--- src/verilog/sca_pkg.sv ---
// Package for the segment code/peripheral attribute register bank.
// Assumes a plain register port with 16-bit addresses and 32-bit data.
package sca_pkg;

  // Address space split into equal segments, top bits select one
  localparam int          SEG_COUNT       = 16;
  localparam int          SEG_MSB         = 31;
  localparam int          SEG_LSB         = 28;
  localparam int          SEG_SIZE_MB     = 256;

  // Register addresses on the plain port, as printed
  localparam logic [15:0] CODE_MAP_ADDR   = 16'h8104;
  localparam logic [15:0] PERIPH_MAP_ADDR = 16'h810B;
  localparam logic [15:0] PCFG_B_ADDR     = 16'h9204;
  localparam logic [15:0] PCFG_C_ADDR     = 16'h9208;
  localparam logic [15:0] PCFG_A_ADDR     = 16'h920C;

  // Bit positions of the hard-wired segments
  localparam int          SEG_F_BIT       = 15;
  localparam int          SEG_C_BIT       = 12;

  // Implementation choice: peripheral designators 14..0 writable
  localparam bit          PERIPH_WRITABLE = 1'b1;

  // Writable masks and fixed values of the low halfwords
  localparam logic [15:0] CODE_WR_MASK    = 16'h6FFF;
  localparam logic [15:0] CODE_FIXED      = 16'h0000;
  localparam logic [15:0] PERIPH_WR_MASK  =
    PERIPH_WRITABLE ? 16'h7FFF : 16'h0000;
  localparam logic [15:0] PERIPH_FIXED    = 16'h8000;

  // Values after reset
  localparam logic [15:0] CODE_RESET      = 16'h0300;
  localparam logic [15:0] PERIPH_RESET    = 16'hC000;
  localparam logic [31:0] PCFG_RESET      = 32'h0000_0000;
  localparam logic [31:0] RD_IDLE         = 32'h0000_0000;

endpackage : sca_pkg

--- src/verilog/sca_attr_if.sv ---
// Interface carrying the segment attribute maps to the fetch checker.
// Assumes one clock shared by both ends.
`timescale 1ns/10ps
interface sca_attr_if;
  logic [15:0] codeMap;    // Code cacheability bits, fixed bits applied
  logic [15:0] periphMap;  // Peripheral designators, fixed bits applied

  modport src (output codeMap, output periphMap);
  modport chk (input codeMap, input periphMap);
endinterface : sca_attr_if

--- src/verilog/sca_fetch_check.sv ---
// Fetch attribute check: cacheability and peripheral trap per fetch.
// Assumes fetch requests come from logic on the same clock.
`timescale 1ns/10ps
module sca_fetch_check
  import sca_pkg::*;
(
  input  wire logic        clk,
  input  wire logic        sys_rst,
  sca_attr_if.chk          attr,
  input  wire logic        fetchValid,
  input  wire logic [31:0] fetchAddr,
  output logic             fetchDone_r,
  output logic             fetchCacheable_r,
  output logic             fetchTrap_r
);

  // Segment index from the top address bits
  function automatic logic [3:0] segOf(input logic [31:0] a);
    segOf = a[SEG_MSB:SEG_LSB];
  endfunction : segOf

  wire logic [3:0] fetchSeg  = segOf(fetchAddr);
  wire logic       segPeriph = attr.periphMap[fetchSeg];
  // Peripheral wins over the cacheability bit
  wire logic       segCache  = attr.codeMap[fetchSeg] & ~segPeriph;

  // Registered fetch verdict, one cycle after the request
  always_ff @(posedge clk) begin
    if (sys_rst) begin
      fetchDone_r      <= 1'b0;
      fetchCacheable_r <= 1'b0;
      fetchTrap_r      <= 1'b0;
    end else begin
      fetchDone_r      <= fetchValid;
      fetchCacheable_r <= fetchValid & segCache;
      fetchTrap_r      <= fetchValid & segPeriph;
    end
  end

  // Peripheral segment fetch traps and is not cached
  AST_FETCH_TRAP: assert property (
    @(posedge clk) disable iff (sys_rst)
    fetchValid && attr.periphMap[segOf(fetchAddr)]
      |=> fetchTrap_r && !fetchCacheable_r)
    else $error("peripheral fetch not trapped");

  // Cacheable only when allowed and not peripheral
  AST_FETCH_CACHE: assert property (
    @(posedge clk) disable iff (sys_rst)
    fetchValid |=> fetchCacheable_r ==
      ($past(attr.codeMap[segOf(fetchAddr)])
       && !$past(attr.periphMap[segOf(fetchAddr)])))
    else $error("fetch cacheability wrong");

  // Segment F always traps, whatever the maps hold
  AST_FETCH_SEG_F: assert property (
    @(posedge clk) disable iff (sys_rst)
    fetchValid && fetchAddr[31:28] == 4'hF |=> fetchTrap_r)
    else $error("segment F fetch not trapped");

  // No verdict without a fetch
  AST_IDLE_QUIET: assert property (
    @(posedge clk) disable iff (sys_rst)
    !fetchValid |=> !fetchDone_r && !fetchTrap_r && !fetchCacheable_r)
    else $error("verdict without fetch");

  COV_FETCH_TRAP: cover property (@(posedge clk) disable iff (sys_rst)
    fetchTrap_r);
  COV_FETCH_CACHED: cover property (@(posedge clk) disable iff (sys_rst)
    fetchCacheable_r);

endmodule : sca_fetch_check

--- src/verilog/sca_attr_regs.sv ---
// Segment attribute register bank: code cacheability, peripheral
// designators and three program memory configuration words.
// Assumes a core-side register port on clk and an init-lock level
// from core logic on the same clock.
`timescale 1ns/10ps

module sca_attr_regs
  import sca_pkg::*;
(
  input  wire logic        clk,
  input  wire logic        sys_rst,
  input  wire logic [15:0] regAddr,
  input  wire logic [31:0] regWrData,
  input  wire logic        regWrStb,
  input  wire logic        regRdStb,
  output logic      [31:0] regRdData_r,
  output logic             wrRefused_r,
  input  wire logic        initLockOpen,
  input  wire logic        fetchValid,
  input  wire logic [31:0] fetchAddr,
  output logic             fetchDone_r,
  output logic             fetchCacheable_r,
  output logic             fetchTrap_r,
  output logic      [15:0] codeCacheAllow_r,
  output logic      [15:0] uncachedSeg_r,
  output logic      [31:0] progCfgA_r,
  output logic      [31:0] progCfgB_r,
  output logic      [31:0] progCfgC_r
);

  // Stored halfwords and configuration words
  logic [15:0] codeStore_r;
  logic [15:0] periphStore_r;
  logic [31:0] pcfgA_r;
  logic [31:0] pcfgB_r;
  logic [31:0] pcfgC_r;

  // Merge a write into a halfword under a writable mask
  function automatic logic [15:0] mergeBits(input logic [15:0] old,
                                            input logic [15:0] wr,
                                            input logic [15:0] msk);
    mergeBits = (old & ~msk) | (wr & msk);
  endfunction : mergeBits

  // Address decode
  wire logic hitCode   = (regAddr == CODE_MAP_ADDR);
  wire logic hitPeriph = (regAddr == PERIPH_MAP_ADDR);
  wire logic hitCfgA   = (regAddr == PCFG_A_ADDR);
  wire logic hitCfgB   = (regAddr == PCFG_B_ADDR);
  wire logic hitCfgC   = (regAddr == PCFG_C_ADDR);
  wire logic hitAny    = hitCode | hitPeriph | hitCfgA | hitCfgB | hitCfgC;

  // Writes only pass while the init lock stands open
  wire logic wrOpen    = regWrStb & initLockOpen;
  wire logic wrLocked  = regWrStb & ~initLockOpen & hitAny;

  // Visible values: fixed bits forced, stored ones masked
  wire logic [15:0] codeView   =
    (codeStore_r & CODE_WR_MASK) | CODE_FIXED;
  wire logic [15:0] periphView =
    (periphStore_r & PERIPH_WR_MASK) | PERIPH_FIXED;

  // Next values of the stored halfwords
  wire logic [15:0] codeStore_nxt   = (wrOpen & hitCode) ?
    mergeBits(codeStore_r, regWrData[15:0], CODE_WR_MASK) :
    codeStore_r;
  wire logic [15:0] periphStore_nxt = (wrOpen & hitPeriph) ?
    mergeBits(periphStore_r, regWrData[15:0], PERIPH_WR_MASK) :
    periphStore_r;

  // Read mux, reserved upper halves read zero, unmapped reads zero
  wire logic [31:0] rdMux =
    hitCode   ? {16'h0000, codeView}   :
    hitPeriph ? {16'h0000, periphView} :
    hitCfgA   ? pcfgA_r :
    hitCfgB   ? pcfgB_r :
    hitCfgC   ? pcfgC_r : RD_IDLE;
  wire logic [31:0] regRdData_nxt = regRdStb ? rdMux : RD_IDLE;

  // Effective per-segment code cacheability, peripheral overrides
  logic [15:0] codeAllow_nxt;
  genvar g;
  generate
    for (g = 0; g < SEG_COUNT; g = g + 1) begin : gSeg
      assign codeAllow_nxt[g] = codeView[g] & ~periphView[g];
    end
  endgenerate

  // Attribute halfwords
  always_ff @(posedge clk) begin
    if (sys_rst) begin
      codeStore_r   <= CODE_RESET;
      periphStore_r <= PERIPH_RESET;
    end else begin
      codeStore_r   <= codeStore_nxt;
      periphStore_r <= periphStore_nxt;
    end
  end

  // Program memory configuration words, lock protected
  always_ff @(posedge clk) begin
    if (sys_rst) begin
      pcfgA_r <= PCFG_RESET;
      pcfgB_r <= PCFG_RESET;
      pcfgC_r <= PCFG_RESET;
    end else begin
      if (wrOpen & hitCfgA) pcfgA_r <= regWrData;
      if (wrOpen & hitCfgB) pcfgB_r <= regWrData;
      if (wrOpen & hitCfgC) pcfgC_r <= regWrData;
    end
  end

  // Read data and refusal pulse, one cycle after the strobe
  always_ff @(posedge clk) begin
    if (sys_rst) begin
      regRdData_r <= RD_IDLE;
      wrRefused_r <= 1'b0;
    end else begin
      regRdData_r <= regRdData_nxt;
      wrRefused_r <= wrLocked;
    end
  end

  // Attribute outputs to fetch and cache control
  always_ff @(posedge clk) begin
    if (sys_rst) begin
      codeCacheAllow_r <= CODE_RESET & ~PERIPH_RESET;
      uncachedSeg_r    <= PERIPH_RESET;
    end else begin
      codeCacheAllow_r <= codeAllow_nxt;
      uncachedSeg_r    <= periphView;
    end
  end

  assign progCfgA_r = pcfgA_r;
  assign progCfgB_r = pcfgB_r;
  assign progCfgC_r = pcfgC_r;

  // Maps handed to the fetch checker
  sca_attr_if attrBus ();
  assign attrBus.codeMap   = codeView;
  assign attrBus.periphMap = periphView;

  sca_fetch_check uFetch (
    .clk              (clk),
    .sys_rst          (sys_rst),
    .attr             (attrBus.chk),
    .fetchValid       (fetchValid),
    .fetchAddr        (fetchAddr),
    .fetchDone_r      (fetchDone_r),
    .fetchCacheable_r (fetchCacheable_r),
    .fetchTrap_r      (fetchTrap_r)
  );

  // Register bank checks

  // Code map read: reserved half zero, segments F and C off
  AST_CODE_FIXED_RD: assert property (
    @(posedge clk) disable iff (sys_rst)
    regRdStb && hitCode
      |=> regRdData_r[31:16] == 16'h0000
          && !regRdData_r[SEG_F_BIT]
          && !regRdData_r[SEG_C_BIT])
    else $error("code map fixed bits wrong");

  // Segment C never code cacheable, on every read
  AST_CODE_SEG_C: assert property (
    @(posedge clk) disable iff (sys_rst)
    regRdStb && hitCode
      |=> !regRdData_r[SEG_C_BIT])
    else $error("segment C code bit set");

  // Peripheral map read: reserved half zero, segment F set
  AST_PERIPH_FIXED_RD: assert property (
    @(posedge clk) disable iff (sys_rst)
    regRdStb && hitPeriph
      |=> regRdData_r[31:16] == 16'h0000
          && regRdData_r[SEG_F_BIT])
    else $error("peripheral map fixed bits wrong");

  // Open write to the code map lands on the writable bits
  AST_CODE_WRITE: assert property (
    @(posedge clk) disable iff (sys_rst)
    regWrStb && initLockOpen && hitCode
      |=> codeView == ($past(regWrData[15:0]) & CODE_WR_MASK))
    else $error("code map write lost");

  // Open write to the peripheral map lands, bit 15 stays set
  AST_PERIPH_WRITE: assert property (
    @(posedge clk) disable iff (sys_rst)
    regWrStb && initLockOpen && hitPeriph
      |=> periphView == (($past(regWrData[15:0]) & PERIPH_WR_MASK)
                         | PERIPH_FIXED))
    else $error("peripheral map write lost");

  // Locked writes change no stored word
  AST_LOCKED_HOLD: assert property (
    @(posedge clk) disable iff (sys_rst)
    regWrStb && !initLockOpen
      |=> $stable(codeStore_r)
          && $stable(periphStore_r)
          && $stable(pcfgA_r)
          && $stable(pcfgB_r)
          && $stable(pcfgC_r))
    else $error("write landed while locked");

  // Locked write to a mapped word raises the refusal pulse
  AST_LOCKED_FLAG: assert property (
    @(posedge clk) disable iff (sys_rst)
    regWrStb && !initLockOpen && hitAny
      |=> wrRefused_r)
    else $error("refusal pulse missing");

  // Refusal pulse only follows a locked mapped write
  AST_REFUSE_CAUSE: assert property (
    @(posedge clk) disable iff (sys_rst)
    wrRefused_r
      |-> $past(regWrStb) && !$past(initLockOpen)
          && $past(hitAny))
    else $error("refusal pulse without cause");

  // Config word written then read back at once
  AST_CFG_WRITE: assert property (
    @(posedge clk) disable iff (sys_rst)
    regWrStb && initLockOpen && hitCfgB ##1 regRdStb && hitCfgB
      |=> regRdData_r == $past(regWrData, 2))
    else $error("config word readback wrong");

  // Peripheral segments never left code cacheable
  AST_OVERRIDE: assert property (
    @(posedge clk) disable iff (sys_rst)
    (codeCacheAllow_r & uncachedSeg_r) == 16'h0000
      && uncachedSeg_r[SEG_F_BIT]
      && !codeCacheAllow_r[SEG_C_BIT])
    else $error("peripheral segment left cacheable");

  // Allow output follows the code map one cycle later
  AST_ALLOW_TRACK: assert property (
    @(posedge clk) disable iff (sys_rst)
    1'b1
      |=> codeCacheAllow_r == ($past(codeView) & ~$past(periphView)))
    else $error("allow output stale");

  // Uncached output follows the peripheral map one cycle later
  AST_UNCACHED_TRACK: assert property (
    @(posedge clk) disable iff (sys_rst)
    1'b1
      |=> uncachedSeg_r == $past(periphView))
    else $error("uncached output stale");

  // Read data stands one cycle only
  AST_RD_ONE_CYCLE: assert property (
    @(posedge clk) disable iff (sys_rst)
    !regRdStb |=> regRdData_r == RD_IDLE)
    else $error("read data outside its cycle");

  // Main scenarios reached
  COV_LOCKED_WRITE: cover property (
    @(posedge clk) disable iff (sys_rst)
    wrRefused_r);
  COV_PERIPH_SET: cover property (
    @(posedge clk) disable iff (sys_rst)
    regWrStb && initLockOpen && hitPeriph && regWrData[3]);
  COV_CODE_RDBACK: cover property (
    @(posedge clk) disable iff (sys_rst)
    regWrStb && initLockOpen && hitCode ##1 regRdStb && hitCode);

endmodule : sca_attr_regs

--- config.mk ---
export PLATFORM = sky130hd
export DESIGN_NAME = sca_attr_regs
export DESIGN_NICKNAME = d
export VERILOG_FILES = /design/src/verilog/sca_pkg.sv /design/src/verilog/sca_attr_if.sv /design/src/verilog/sca_fetch_check.sv /design/src/verilog/sca_attr_regs.sv
export SDC_FILE = /design/constraint.sdc
export NUM_CORES = 1
export LEC_CHECK = 0
export ABC_AREA = 0
export ABC_CLOCK_PERIOD_IN_PS = 6500
export BUFFER_PORTS_ARGS = -buffer_cell sky130_fd_sc_hd__clkbuf_2
export CAP_MARGIN = 10
export CORE_ASPECT_RATIO = 0.8
export CORE_MARGIN = 3
export CORE_UTILIZATION = 45
export DETAILED_ROUTE_END_ITERATION = 10
export PLACE_DENSITY = 0.68
export SYNTH_ARGS = -nofsm -noshare
export SYNTH_HDL_FRONTEND = slang
export SYNTH_HIERARCHICAL = 1
export SYNTH_SLANG_ARGS = --single-unit
--- constraint.sdc ---
create_clock -name clk -period 6.5 [get_ports clk]
set_clock_uncertainty 0.15 [all_clocks]
set_input_delay 1.3 -clock clk [delete_from_list [all_inputs] [get_ports clk]]
set_output_delay 1.3 -clock clk [all_outputs]
set_load 0.01 [all_outputs]
==> summary.txt, run 1 <==
Run status
  – Status: finished clean

Cells and area
  – Share of cells above drive strength 1: 0.316
  – Commonest non-fill, non-tap cells in the layout: clkbuf_2 (217), dfxtp_1 (190), o21ai_0 (111)
  – Layout area overhead: 22.3%
  – # nets final: 1,106
  – Most common cell after layout, fill and taps aside: clkbuf_2
  – Core Util, Final: 0.571
  – Ant. Diodes: 0

Power
  – Total Power: 2.39 mW
  – Combinational power share: 0.043
  – Peak VDD IR: 181 uV
  – Switching part of the total: 0.222
  – Pleak: 3.76 nW
  – Internal power: 1.86 mW
  – Sw Pwr: 0.530 mW
  – Power density over the cells: 248 nW/um^2
  – Clock power frac: 0.470
  – Sequential fraction of design power: 0.486

CTS
  – Max Buffers Root-to-Sink: 2
  – Htree depth: 4
  – Post-CTS sizing: 0
  – Total clock sinks: 190
  – Clk_lat worst skew: 420 ps
  – CTS tree: built
  – CTS root buf: clkbuf_16
  – Clock transition at path regs: 70 ps
  – CTS Hold Bufs: 0
  – Postcts setup bufs: 0
  – TritonCTS buffer count: 17

Route
  – WL/cell: 20.6 microns
  – DRT Pass-1 Iters: 5
  – DR iter-0 viols: 773
  – Vias: 7,380
  – Post-DRT Antenna Nets: 0
  – Post-Route WL: 25.8 mm
  – Drc violations: 0
  – Via density per instance: 5.89

Logic synthesis
  – Syn. warnings: 6
  – Post-synth cell types: 43
  – Synth async-reset ratio: 0
  – Synth Register Bits: 190
  – Commonest register cell after synthesis: dfxtp_1
  – Post-synth EDFFs: 0
  – Avg Cell Area, Syn: 9.26 sq um
  – Largest area contributor in the netlist: dfxtp_1
  – Synth top area cells: dfxtp_1 (48%), o21ai_0 (7.0%), nand3_1 (7.0%)
  – Register area share after synthesis: 0.483
  – Post-Syn Instances: 851
  – Mapped Area: 7880 sq um
  – Yosys top cell area share: 0.483

Floorplan
  – Num rows: 42
  – Initial Utilization: 0.467
  – Horiz. Die Dim: 154 microns
  – I/O pins: 250
  – Core area: 16,900 sq um
  – DIE HEIGHT: 124 microns
  – Die area: 19,100 sq um

STA
  – Worst slew margin: 0.317
  – Crit path time final: 3810 ps
  – Max Transition Viols Final: 0
  – Setup-failing EPs final: 0
  – RSZ-0062 raised after global routing: false
  – TNS Setup: 0 ps
  – Worst-margin pin slew: 1020 ps
  – Fmax: 262 MHz
  – Post-route worst setup slack: 2690 ps
  – Final Hold Viols: 0
  – Period utilisation layout: 0.587

Placement
  – Port-buffer cells: 218
  – Dpl hpwl: 16.7 mm
  – Pre-CTS setup slack: 2290 ps
  – GPL Wtd Cong: 0.815

Worst setup path
  – CP bufs+invs: 2
  – Crit path arrival time: 3970 ps
  – Crit path required time: 6660 ps
  – Crit-path max cell delay: 950 ps
  – CP endpoint kind: flip-flop
  – CP delay by family, top: simple AND/OR/NAND/NOR gates
  – Class of the most critical setup path: in -> reg
  – Max stage delay cell, worst path: nor3b_4
  – Startpoint types: primary input
  – Crit Path Max Fanout: 40
  – CP cell instances: clkbuf_2 -> buf_4 -> and4b_1 -> nor3b_4 -> mux2_2

GRT
  – Grt total ovfl: 0
  – Via count of the first global-routing pass: 6,685
  – GRT Total Usage: 0.257
  – First-pass GRT wire length: 39.6 mm
  – Largest net degree at the start of global routing: 81
  – Initial antenna violation count: 0

Hold path
  – Worst min path class: reg -> reg

Flow run
  – Max Cap Viol: 0
per-stage QoR:
step           hold WS (ps)  cell area (sq um)  cells
6_report                336               9640   1253
3_3_place_gp            319               9000   1221
5_1_grt                 351               9640   1253
4_1_cts                 334               9640   1253
2_1_floorplan           279               7900    855
3_5_place_dp            318               9000   1221
power groups by stage:
stage / clock, mW / sequential [mW] / combinational, mW
floorplan: 0 / 1.19 / 0.0528
CTS: 1.14 / 1.16 / 0.102
global placement: 0 / 1.19 / 0.101
finish: 1.13 / 1.16 / 0.104
global route: 1.18 / 1.16 / 0.110
detailed placement: 0 / 1.19 / 0.102
flip-flops by register name (all words and copies together), names as in the netlist:
register / count
progCfgA_r: 32
progCfgB_r: 32
progCfgC_r: 32
regRdData_r: 32
periphStore_r: 15
uncachedSeg_r: 15
codeCacheAllow_r: 14
codeStore_r: 14
uFetch/fetchCacheable_r: 1
uFetch/fetchDone_r: 1
uFetch/fetchTrap_r: 1
wrRefused_r: 1
routing by layer:
| layer | global-route usage | vias up | wire length, microns |
|---|---|---|---|
| met5 | 0 | - | 0 |
| met4 | 0.0701 | 0 | 446 |
| met3 | 0.0681 | 29 | 2380 |
| met2 | 0.360 | 355 | 11100 |
| met1 | 0.387 | 3573 | 11900 |
| li1 | - | 3423 | - |
cell type report:
class / count / area (sq um)
clock buffer: 20 / 457
clock inverter: 12 / 180
fill: 1549 / 7230
inverter: 4 / 15.0
multi-input combinational: 573 / 3690
sequential: 190 / 3800
tap: 220 / 275
timing repair buffer: 234 / 1210
logic make-up (layout without fill, tap and decap cells):
| logic type | after synthesis | after routing | share of synthesized area |
|---|---|---|---|
| buffers and inverters | 92 | 270 | 0.0521 |
| flip-flops | 190 | 190 | 0.483 |
| other | 2 | 6 | 0.000953 |
| multiplexers | 56 | 56 | 0.0989 |
| AND/OR/NAND/NOR | 221 | 221 | 0.161 |
| AO/OA/AOI/OAI | 290 | 290 | 0.205 |
worst paths after layout:
check	start	slack (ps)	cells after the start	endpoint
worst max register to register	periphStore_r[6]	4740	3	uFetch/fetchTrap_r
worst min-delay path	periphStore_r[7]	340	1	codeCacheAllow_r[7]
worst min register to register	periphStore_r[7]	340	1	codeCacheAllow_r[7]
worst max-delay path	regAddr[3]	2690	5	periphStore_r[0]
cells in the mapped netlist (3+ instances only):
cell type / count
dfxtp_1: 190
buf_4: 6
clkbuf_1: 58
nand3_1: 110
a21oi_1: 109
nor3b_1: 13
buf_2: 19
nor2b_1: 29
nand2_1: 8
and2_1: 15
and3_1: 3
buf_1: 3
mux2_4: 9
mux4_1: 4
a22o_1: 3
o21ai_0: 111
mux4_2: 5
o22ai_1: 13
mux2_2: 37
and4_1: 3
a21o_1: 3
nor2_1: 26
nand4_1: 3
a22oi_1: 43
inv_1: 4
No activity file was read; power rests on OpenSTA's default activity.
==> run 2: changes to the inputs <==
Settings changed: ABC_CLOCK_PERIOD_IN_PS 6500 to 3050, PLACE_DENSITY 0.68 to 0.71.
Clock period 6.5 ns to 3.05 ns, I/O delays scaled along.
==> run 2 against run 1 <==
Total power is 110% higher. Design area increased by 1.3%. Sequential cell count unchanged. Global-route usage is 0.54 points higher. Core utilization increased by 0.73 points. Via count grew 0.75%. Clock-buffer cell count is 2 higher.
==> summary.txt, run 2 (synthesis results as in run 1) <==
Run status
  – Status: finished clean (unchanged)

Route
  – DRT Pass-1 Iters: 5 (unchanged)
  – WL/cell: 20.6 microns (about the same)
  – Via density per instance: 5.85 (was 5.89)
  – Post-DRT Antenna Nets: 0 (unchanged)
  – DR iter-0 viols: 817 (was 773)
  – Drc violations: 0 (unchanged)
  – Vias: 7,435 (was 7,380)
  – Post-Route WL: 26.2 mm (was 25.8 mm)

STA
  – Final Hold Viols: 0 (unchanged)
  – Max Transition Viols Final: 0 (unchanged)
  – Post-route worst setup slack: 932 ps (was 2690 ps)
  – Setup-failing EPs final: 0 (unchanged)
  – Worst slew margin: 0.588 (was 0.317)
  – Worst-margin pin slew: 617 ps (was 1020 ps)
  – Period utilisation layout: 0.695
  – TNS Setup: 0 ps (unchanged)
  – RSZ-0062 raised after global routing: false (unchanged)
  – Crit path time final: 2120 ps
  – Fmax: 472 MHz
  – Hold slack: 291 ps (was 336 ps)

Power
  – Pleak: 3.84 nW (was 3.76 nW)
  – Power density over the cells: 507 nW/um^2 (was 248 nW/um^2)
  – Peak VDD IR: 319 uV (was 181 uV)

Hold path
  – Worst Hold End: progCfgA_r[16] (was codeCacheAllow_r[7])
  – Hold path depth: 3 (was 1)
  – HP Start: regWrData[16] (was periphStore_r[7])
  – Worst min path class: in -> reg (was reg -> reg)

CTS
  – Max Buffers Root-to-Sink: 2 (unchanged)
  – CTS root buf: clkbuf_16 (unchanged)
  – Total clock sinks: 190 (unchanged)
  – Postcts setup bufs: 0 (unchanged)
  – Clk_lat worst skew: 430 ps (was 420 ps)
  – Htree depth: 4 (unchanged)
  – TritonCTS buffer count: 17 (unchanged)
  – CTS tree: built (unchanged)
  – Clock transition at path regs: 70 ps (about the same)
  – CTS Hold Bufs: 0 (unchanged)
  – Post-CTS sizing: 0 (unchanged)

Floorplan
  – Num rows: 42 (unchanged)
  – Core area: 16,900 sq um (unchanged)
  – Die area: 19,100 sq um (unchanged)
  – I/O pins: 250 (unchanged)
  – Horiz. Die Dim: 154 microns (unchanged)
  – Initial Utilization: 0.467 (unchanged)
  – DIE HEIGHT: 124 microns (unchanged)

GRT
  – First-pass GRT wire length: 40.2 mm (was 39.6 mm)
  – Grt total ovfl: 0 (unchanged)
  – Largest net degree at the start of global routing: 124 (was 81)
  – Initial antenna violation count: 0 (unchanged)
  – Via count of the first global-routing pass: 6,914 (was 6,685)
  – GRT Total Usage: 0.262 (was 0.257)

Cells and area
  – Design Area, Final: 9760 sq um (was 9640 sq um)
  – Ant. Diodes: 0 (unchanged)
  – Share of cells above drive strength 1: 0.328 (was 0.316)
  – Layout fillers: 1,540 (was 1,549)
  – Layout area overhead: 23.9% (was 22.3%)
  – # nets final: 1,123 (was 1,106)
  – Most common cell after layout, fill and taps aside: clkbuf_2 (unchanged)
  – Commonest non-fill, non-tap cells in the layout: clkbuf_2 (217), dfxtp_1 (190), o21ai_0 (111) (unchanged)

Worst setup path
  – R2r endpoint: uFetch/fetchTrap_r (unchanged)
  – Crit Path Max Fanout: 15 (was 40)
  – Critical R2R Launch: periphStore_r[2] (was periphStore_r[6])
  – CP delay by family, top: simple AND/OR/NAND/NOR gates (unchanged)
  – Crit path arrival time: 2290 ps (was 3970 ps)
  – Startpoint types: primary input (unchanged)
  – Crit-path max cell delay: 530 ps (was 950 ps)
  – Critical path depth: 6 (was 5)
  – Reg2reg setup slack: 1300 ps (was 4740 ps)
  – CP endpoint kind: flip-flop (unchanged)
  – Class of the most critical setup path: in -> reg (unchanged)
  – CP cell instances: clkbuf_2 -> nor3b_1 -> nand4_4 -> nor3b_4 -> buf_4 -> mux2_2 (was clkbuf_2 -> buf_4 -> and4b_1 -> nor3b_4 -> mux2_2)
  – Worst Reg-to-Reg Cells: 3 (unchanged)
  – Crit path required time: 3220 ps (was 6660 ps)
  – Max stage delay cell, worst path: nor3b_1 (was nor3b_4)
  – CP bufs+invs: 2 (unchanged)

Placement
  – Dpl hpwl: 17.7 mm (was 16.7 mm)
  – Pre-CTS setup slack: 511 ps (was 2290 ps)
  – GPL Wtd Cong: 0.859 (was 0.815)
  – Placed instance area: 9170 sq um (was 9000 sq um)
  – Port-buffer cells: 218 (unchanged)

Flow run
  – Max Cap Viol: 0 (unchanged)
==> run 2: cell type report <==
cell class              instances  area [sq um]  area share
well taps                     220           275      0.0282
clock inverters                10           101      0.0104
flip-flops and latches        190          3800       0.390
multi-input cells             573          3690       0.378
repair buffers                251          1380       0.141
inverters                       4          15.0     0.00154
clock buffers                  22           494      0.0506
==> run 2: worst max-delay path by stage <==
stage / startpoint / to / slack, ps
global route: regAddr[9] / codeStore_r[5] / 820
global placement: regAddr[9] / periphStore_r[2] / 540
detailed placement: regAddr[9] / periphStore_r[3] / 510
CTS: regAddr[9] / periphStore_r[0] / 950
floorplan: regAddr[10] / periphStore_r[10] / 740
finish: regAddr[9] / periphStore_r[0] / 930
==> run 2: per-stage QoR <==
stage / power (mW) / util / cells
final: 4.95 / 0.579 / 1270
after global routing: 5.09 / 0.579 / 1270
after CTS: 4.97 / 0.579 / 1270
after detailed placement: 2.76 / 0.543 / 1238
after global placement: 2.76 / 0.543 / 1238
after floorplan: 2.65 / - / 855
==> run 2: worst register-to-register path: cells and delay by family, from the launching register on <==
family	cells	cell delay [ps]
AND/OR/NAND/NOR	1	170
flip-flops	1	350
multiplexers	2	970
==> run 2: power by group <==
part | internal (mW) | switching (mW) | total, mW
Combinational | 0.0717 | 0.161 | 0.232
Clock | 1.25 | 0.991 | 2.24
Sequential | 2.48 | 0.000406 | 2.48
==> run 2: per-layer routing <==
metal / up-vias / part of all wire / track usage
li1: 3455 / - / -
met1: 3628 / 0.46 / 0.383
met2: 331 / 0.44 / 0.375
met3: 21 / 0.092 / 0.0816
met4: 0 / 0.013 / 0.0696
met5: - / 0 / 0
==> run 3: changes to the inputs <==
Settings changed: ABC_CLOCK_PERIOD_IN_PS 3050 to 2100, PLACE_DENSITY 0.71 to 0.68.
Clock period 3.05 ns to 2.1 ns, I/O delays scaled along.
==> run 3 against run 2 <==
Design area increased by 1.6%. Worst setup slack worse by 570 ps. Register-to-register slack got worse by 940 ps. Non-clock buffer count increased by 5. First-iteration DRC count rose by 21%. Via count is 0.55% higher. Sequential share of layout area fell by 0.62 points. Worst hold slack got worse by 180 ps. Critical path depth is 3 lower. Core utilization grew 0.93 points. Critical endpoint is now uFetch/fetchTrap_r. Largest cell class unchanged.
==> summary.txt, run 3 (synthesis results as in run 1) <==
Flow run
  – Max Cap Viol: 0 (unchanged)

Hold path
  – Worst Hold End: progCfgC_r[25] (was progCfgA_r[16])
  – Hold path depth: 3 (unchanged)
  – Worst min path class: in -> reg (unchanged)
  – HP Start: regWrData[25] (was regWrData[16])

Power
  – Peak VDD IR: 537 uV (was 319 uV)
  – Switching part of the total: 0.224 (was 0.233)
  – Combinational power share: 0.048 (was 0.047)
  – Internal power: 5.59 mW (was 3.80 mW)
  – Pleak: 3.89 nW (was 3.84 nW)
  – Sw Pwr: 1.61 mW (was 1.15 mW)
  – Clock power frac: 0.452 (about the same)
  – Power density over the cells: 726 nW/um^2 (was 507 nW/um^2)
  – Sequential fraction of design power: 0.500 (was 0.501)

Worst setup path
  – Worst Reg-to-Reg Cells: 3 (unchanged)
  – Class of the most critical setup path: reg -> reg (was in -> reg)
  – R2r endpoint: uFetch/fetchTrap_r (unchanged)
  – Critical R2R Launch: periphStore_r[4] (was periphStore_r[2])
  – Crit path required time: 2280 ps (was 3220 ps)
  – Crit Path Max Fanout: 4 (was 15)
  – CP endpoint kind: flip-flop (unchanged)
  – Startpoint types: flip-flop (was primary input)
  – Crit path arrival time: 1920 ps (was 2290 ps)
  – Reg2reg setup slack: 360 ps (was 1300 ps)

CTS
  – CTS root buf: clkbuf_16 (unchanged)
  – Clk_lat worst skew: 430 ps (about the same)
  – Total clock sinks: 190 (unchanged)
  – Max Buffers Root-to-Sink: 2 (unchanged)
  – Htree depth: 4 (unchanged)
  – Post-CTS sizing: 0 (unchanged)
  – CTS Hold Bufs: 0 (unchanged)
  – Clock transition at path regs: 70 ps (about the same)
  – Postcts setup bufs: 0 (unchanged)
  – CTS tree: built (unchanged)
  – TritonCTS buffer count: 17 (unchanged)

Floorplan
  – I/O pins: 250 (unchanged)
  – Initial Utilization: 0.467 (unchanged)
  – Core area: 16,900 sq um (unchanged)
  – Num rows: 42 (unchanged)
  – Die area: 19,100 sq um (unchanged)
  – Horiz. Die Dim: 154 microns (unchanged)
  – DIE HEIGHT: 124 microns (unchanged)

Cells and area
  – Commonest non-fill, non-tap cells in the layout: clkbuf_2 (217), dfxtp_1 (190), o21ai_0 (111) (unchanged)
  – Layout area overhead: 25.9% (was 23.9%)
  – Share of cells above drive strength 1: 0.329 (was 0.328)
  – # nets final: 1,128 (was 1,123)
  – Non-Filler Instances: 1,273 (was 1,270)
  – Most common cell after layout, fill and taps aside: clkbuf_2 (unchanged)
  – Ant. Diodes: 0 (unchanged)

STA
  – RSZ-0062 raised after global routing: false (unchanged)
  – Setup-failing EPs final: 0 (unchanged)
  – Max Transition Viols Final: 0 (unchanged)
  – Period utilisation layout: 0.829
  – Final Hold Viols: 0 (unchanged)
  – Fmax: 574 MHz
  – Hold slack: 106 ps (was 291 ps)
  – Crit path time final: 1740 ps

GRT
  – First-pass GRT wire length: 39.6 mm (was 40.2 mm)
  – Via count of the first global-routing pass: 6,769 (was 6,914)
  – Largest net degree at the start of global routing: 63 (was 124)
  – Grt total ovfl: 0 (unchanged)
  – Initial antenna violation count: 0 (unchanged)
  – GRT Total Usage: 0.259 (was 0.262)

Route
  – WL/cell: 20.3 microns (was 20.6 microns)
  – Post-DRT Antenna Nets: 0 (unchanged)
  – DR iter-0 viols: 992 (was 817)
  – Post-Route WL: 25.8 mm (was 26.2 mm)
  – DRT Pass-1 Iters: 5 (unchanged)
  – Drc violations: 0 (unchanged)
  – Vias: 7,476 (was 7,435)
  – Via density per instance: 5.87 (was 5.85)

Run status
  – Status: finished clean (unchanged)

Placement
  – Placed cells: 1,243 (was 1,238)
  – Port-buffer cells: 218 (unchanged)
  – Dpl hpwl: 17.6 mm (was 17.7 mm)
  – GPL Wtd Cong: 0.848 (was 0.859)
-- run 3: cell types whose count changed in the layout (fill, tap and decap cells not counted) --
cell,delta
buf_12,+10
buf_4,-5
bufinv_16,+1
clkbuf_1,+1
clkbuf_8,-1
clkinv_2,-1
clkinv_4,-1
inv_8,-1
-- run 3: cell type report --
| cell class | count | area (sq um) |
|---|---|---|
| Sequential cell | 190 | 3800 |
| Multi-Input combinational cell | 573 | 3690 |
| Tap cell | 220 | 275 |
| Clock buffer | 22 | 484 |
| Clock inverter | 8 | 106 |
| Timing Repair Buffer | 256 | 1540 |
| Fill cell | 1491 | 6950 |
| Inverter | 4 | 15.0 |
-- run 3: power by group through the flow --
| stage | Clock [mW] | Combinational (mW) | Sequential, mW |
|---|---|---|---|
| after floorplan | 0 | 0.163 | 3.69 |
| after global placement | 0 | 0.337 | 3.69 |
| after detailed placement | 0 | 0.338 | 3.69 |
| after CTS | 3.29 | 0.340 | 3.60 |
| after global routing | 3.41 | 0.369 | 3.60 |
| final | 3.25 | 0.348 | 3.60 |
-- run 3: worst max path at each step --
stage	start	endpoint	slack [ps]	cells past startpoint
finish	periphStore_r[4]	uFetch/fetchTrap_r	360	3
global route	periphStore_r[2]	uFetch/fetchTrap_r	330	3
CTS	periphStore_r[7]	uFetch/fetchTrap_r	370	3
detailed placement	regAddr[10]	periphStore_r[4]	-60	7
global placement	regAddr[10]	periphStore_r[3]	-60	7
floorplan	regAddr[10]	periphStore_r[10]	-20	5
-- run 3: through the flow --
step	worst slack, ps	power [mW]	cell area [sq um]	TNS (ps)	utilization
finish	359	7.21	9920	0	0.588
CTS	368	7.24	9920	0	0.588
detailed placement	-61.1	4.02	9330	-496	0.553
global placement	-60.1	4.02	9330	-526	0.553
floorplan	-17.8	3.85	7900	-160	-
global route	331	7.38	9920	0	0.588
-- run 3: layer usage --
layer  wire, microns  GRT usage  vias up  share of wire
li1                -          -     3456              -
met1           11700      0.382     3586           0.45
met2           11000      0.371      402           0.43
met3            2680     0.0722       32           0.10
met4             370     0.0675        0          0.014
met5               0          0        -              0
-- run 3: worst max-delay path: stages (launching register included) --
cell and delay (ps):
dfxtp_1 360, mux4_2 480, mux4_2 470, and2_1 170
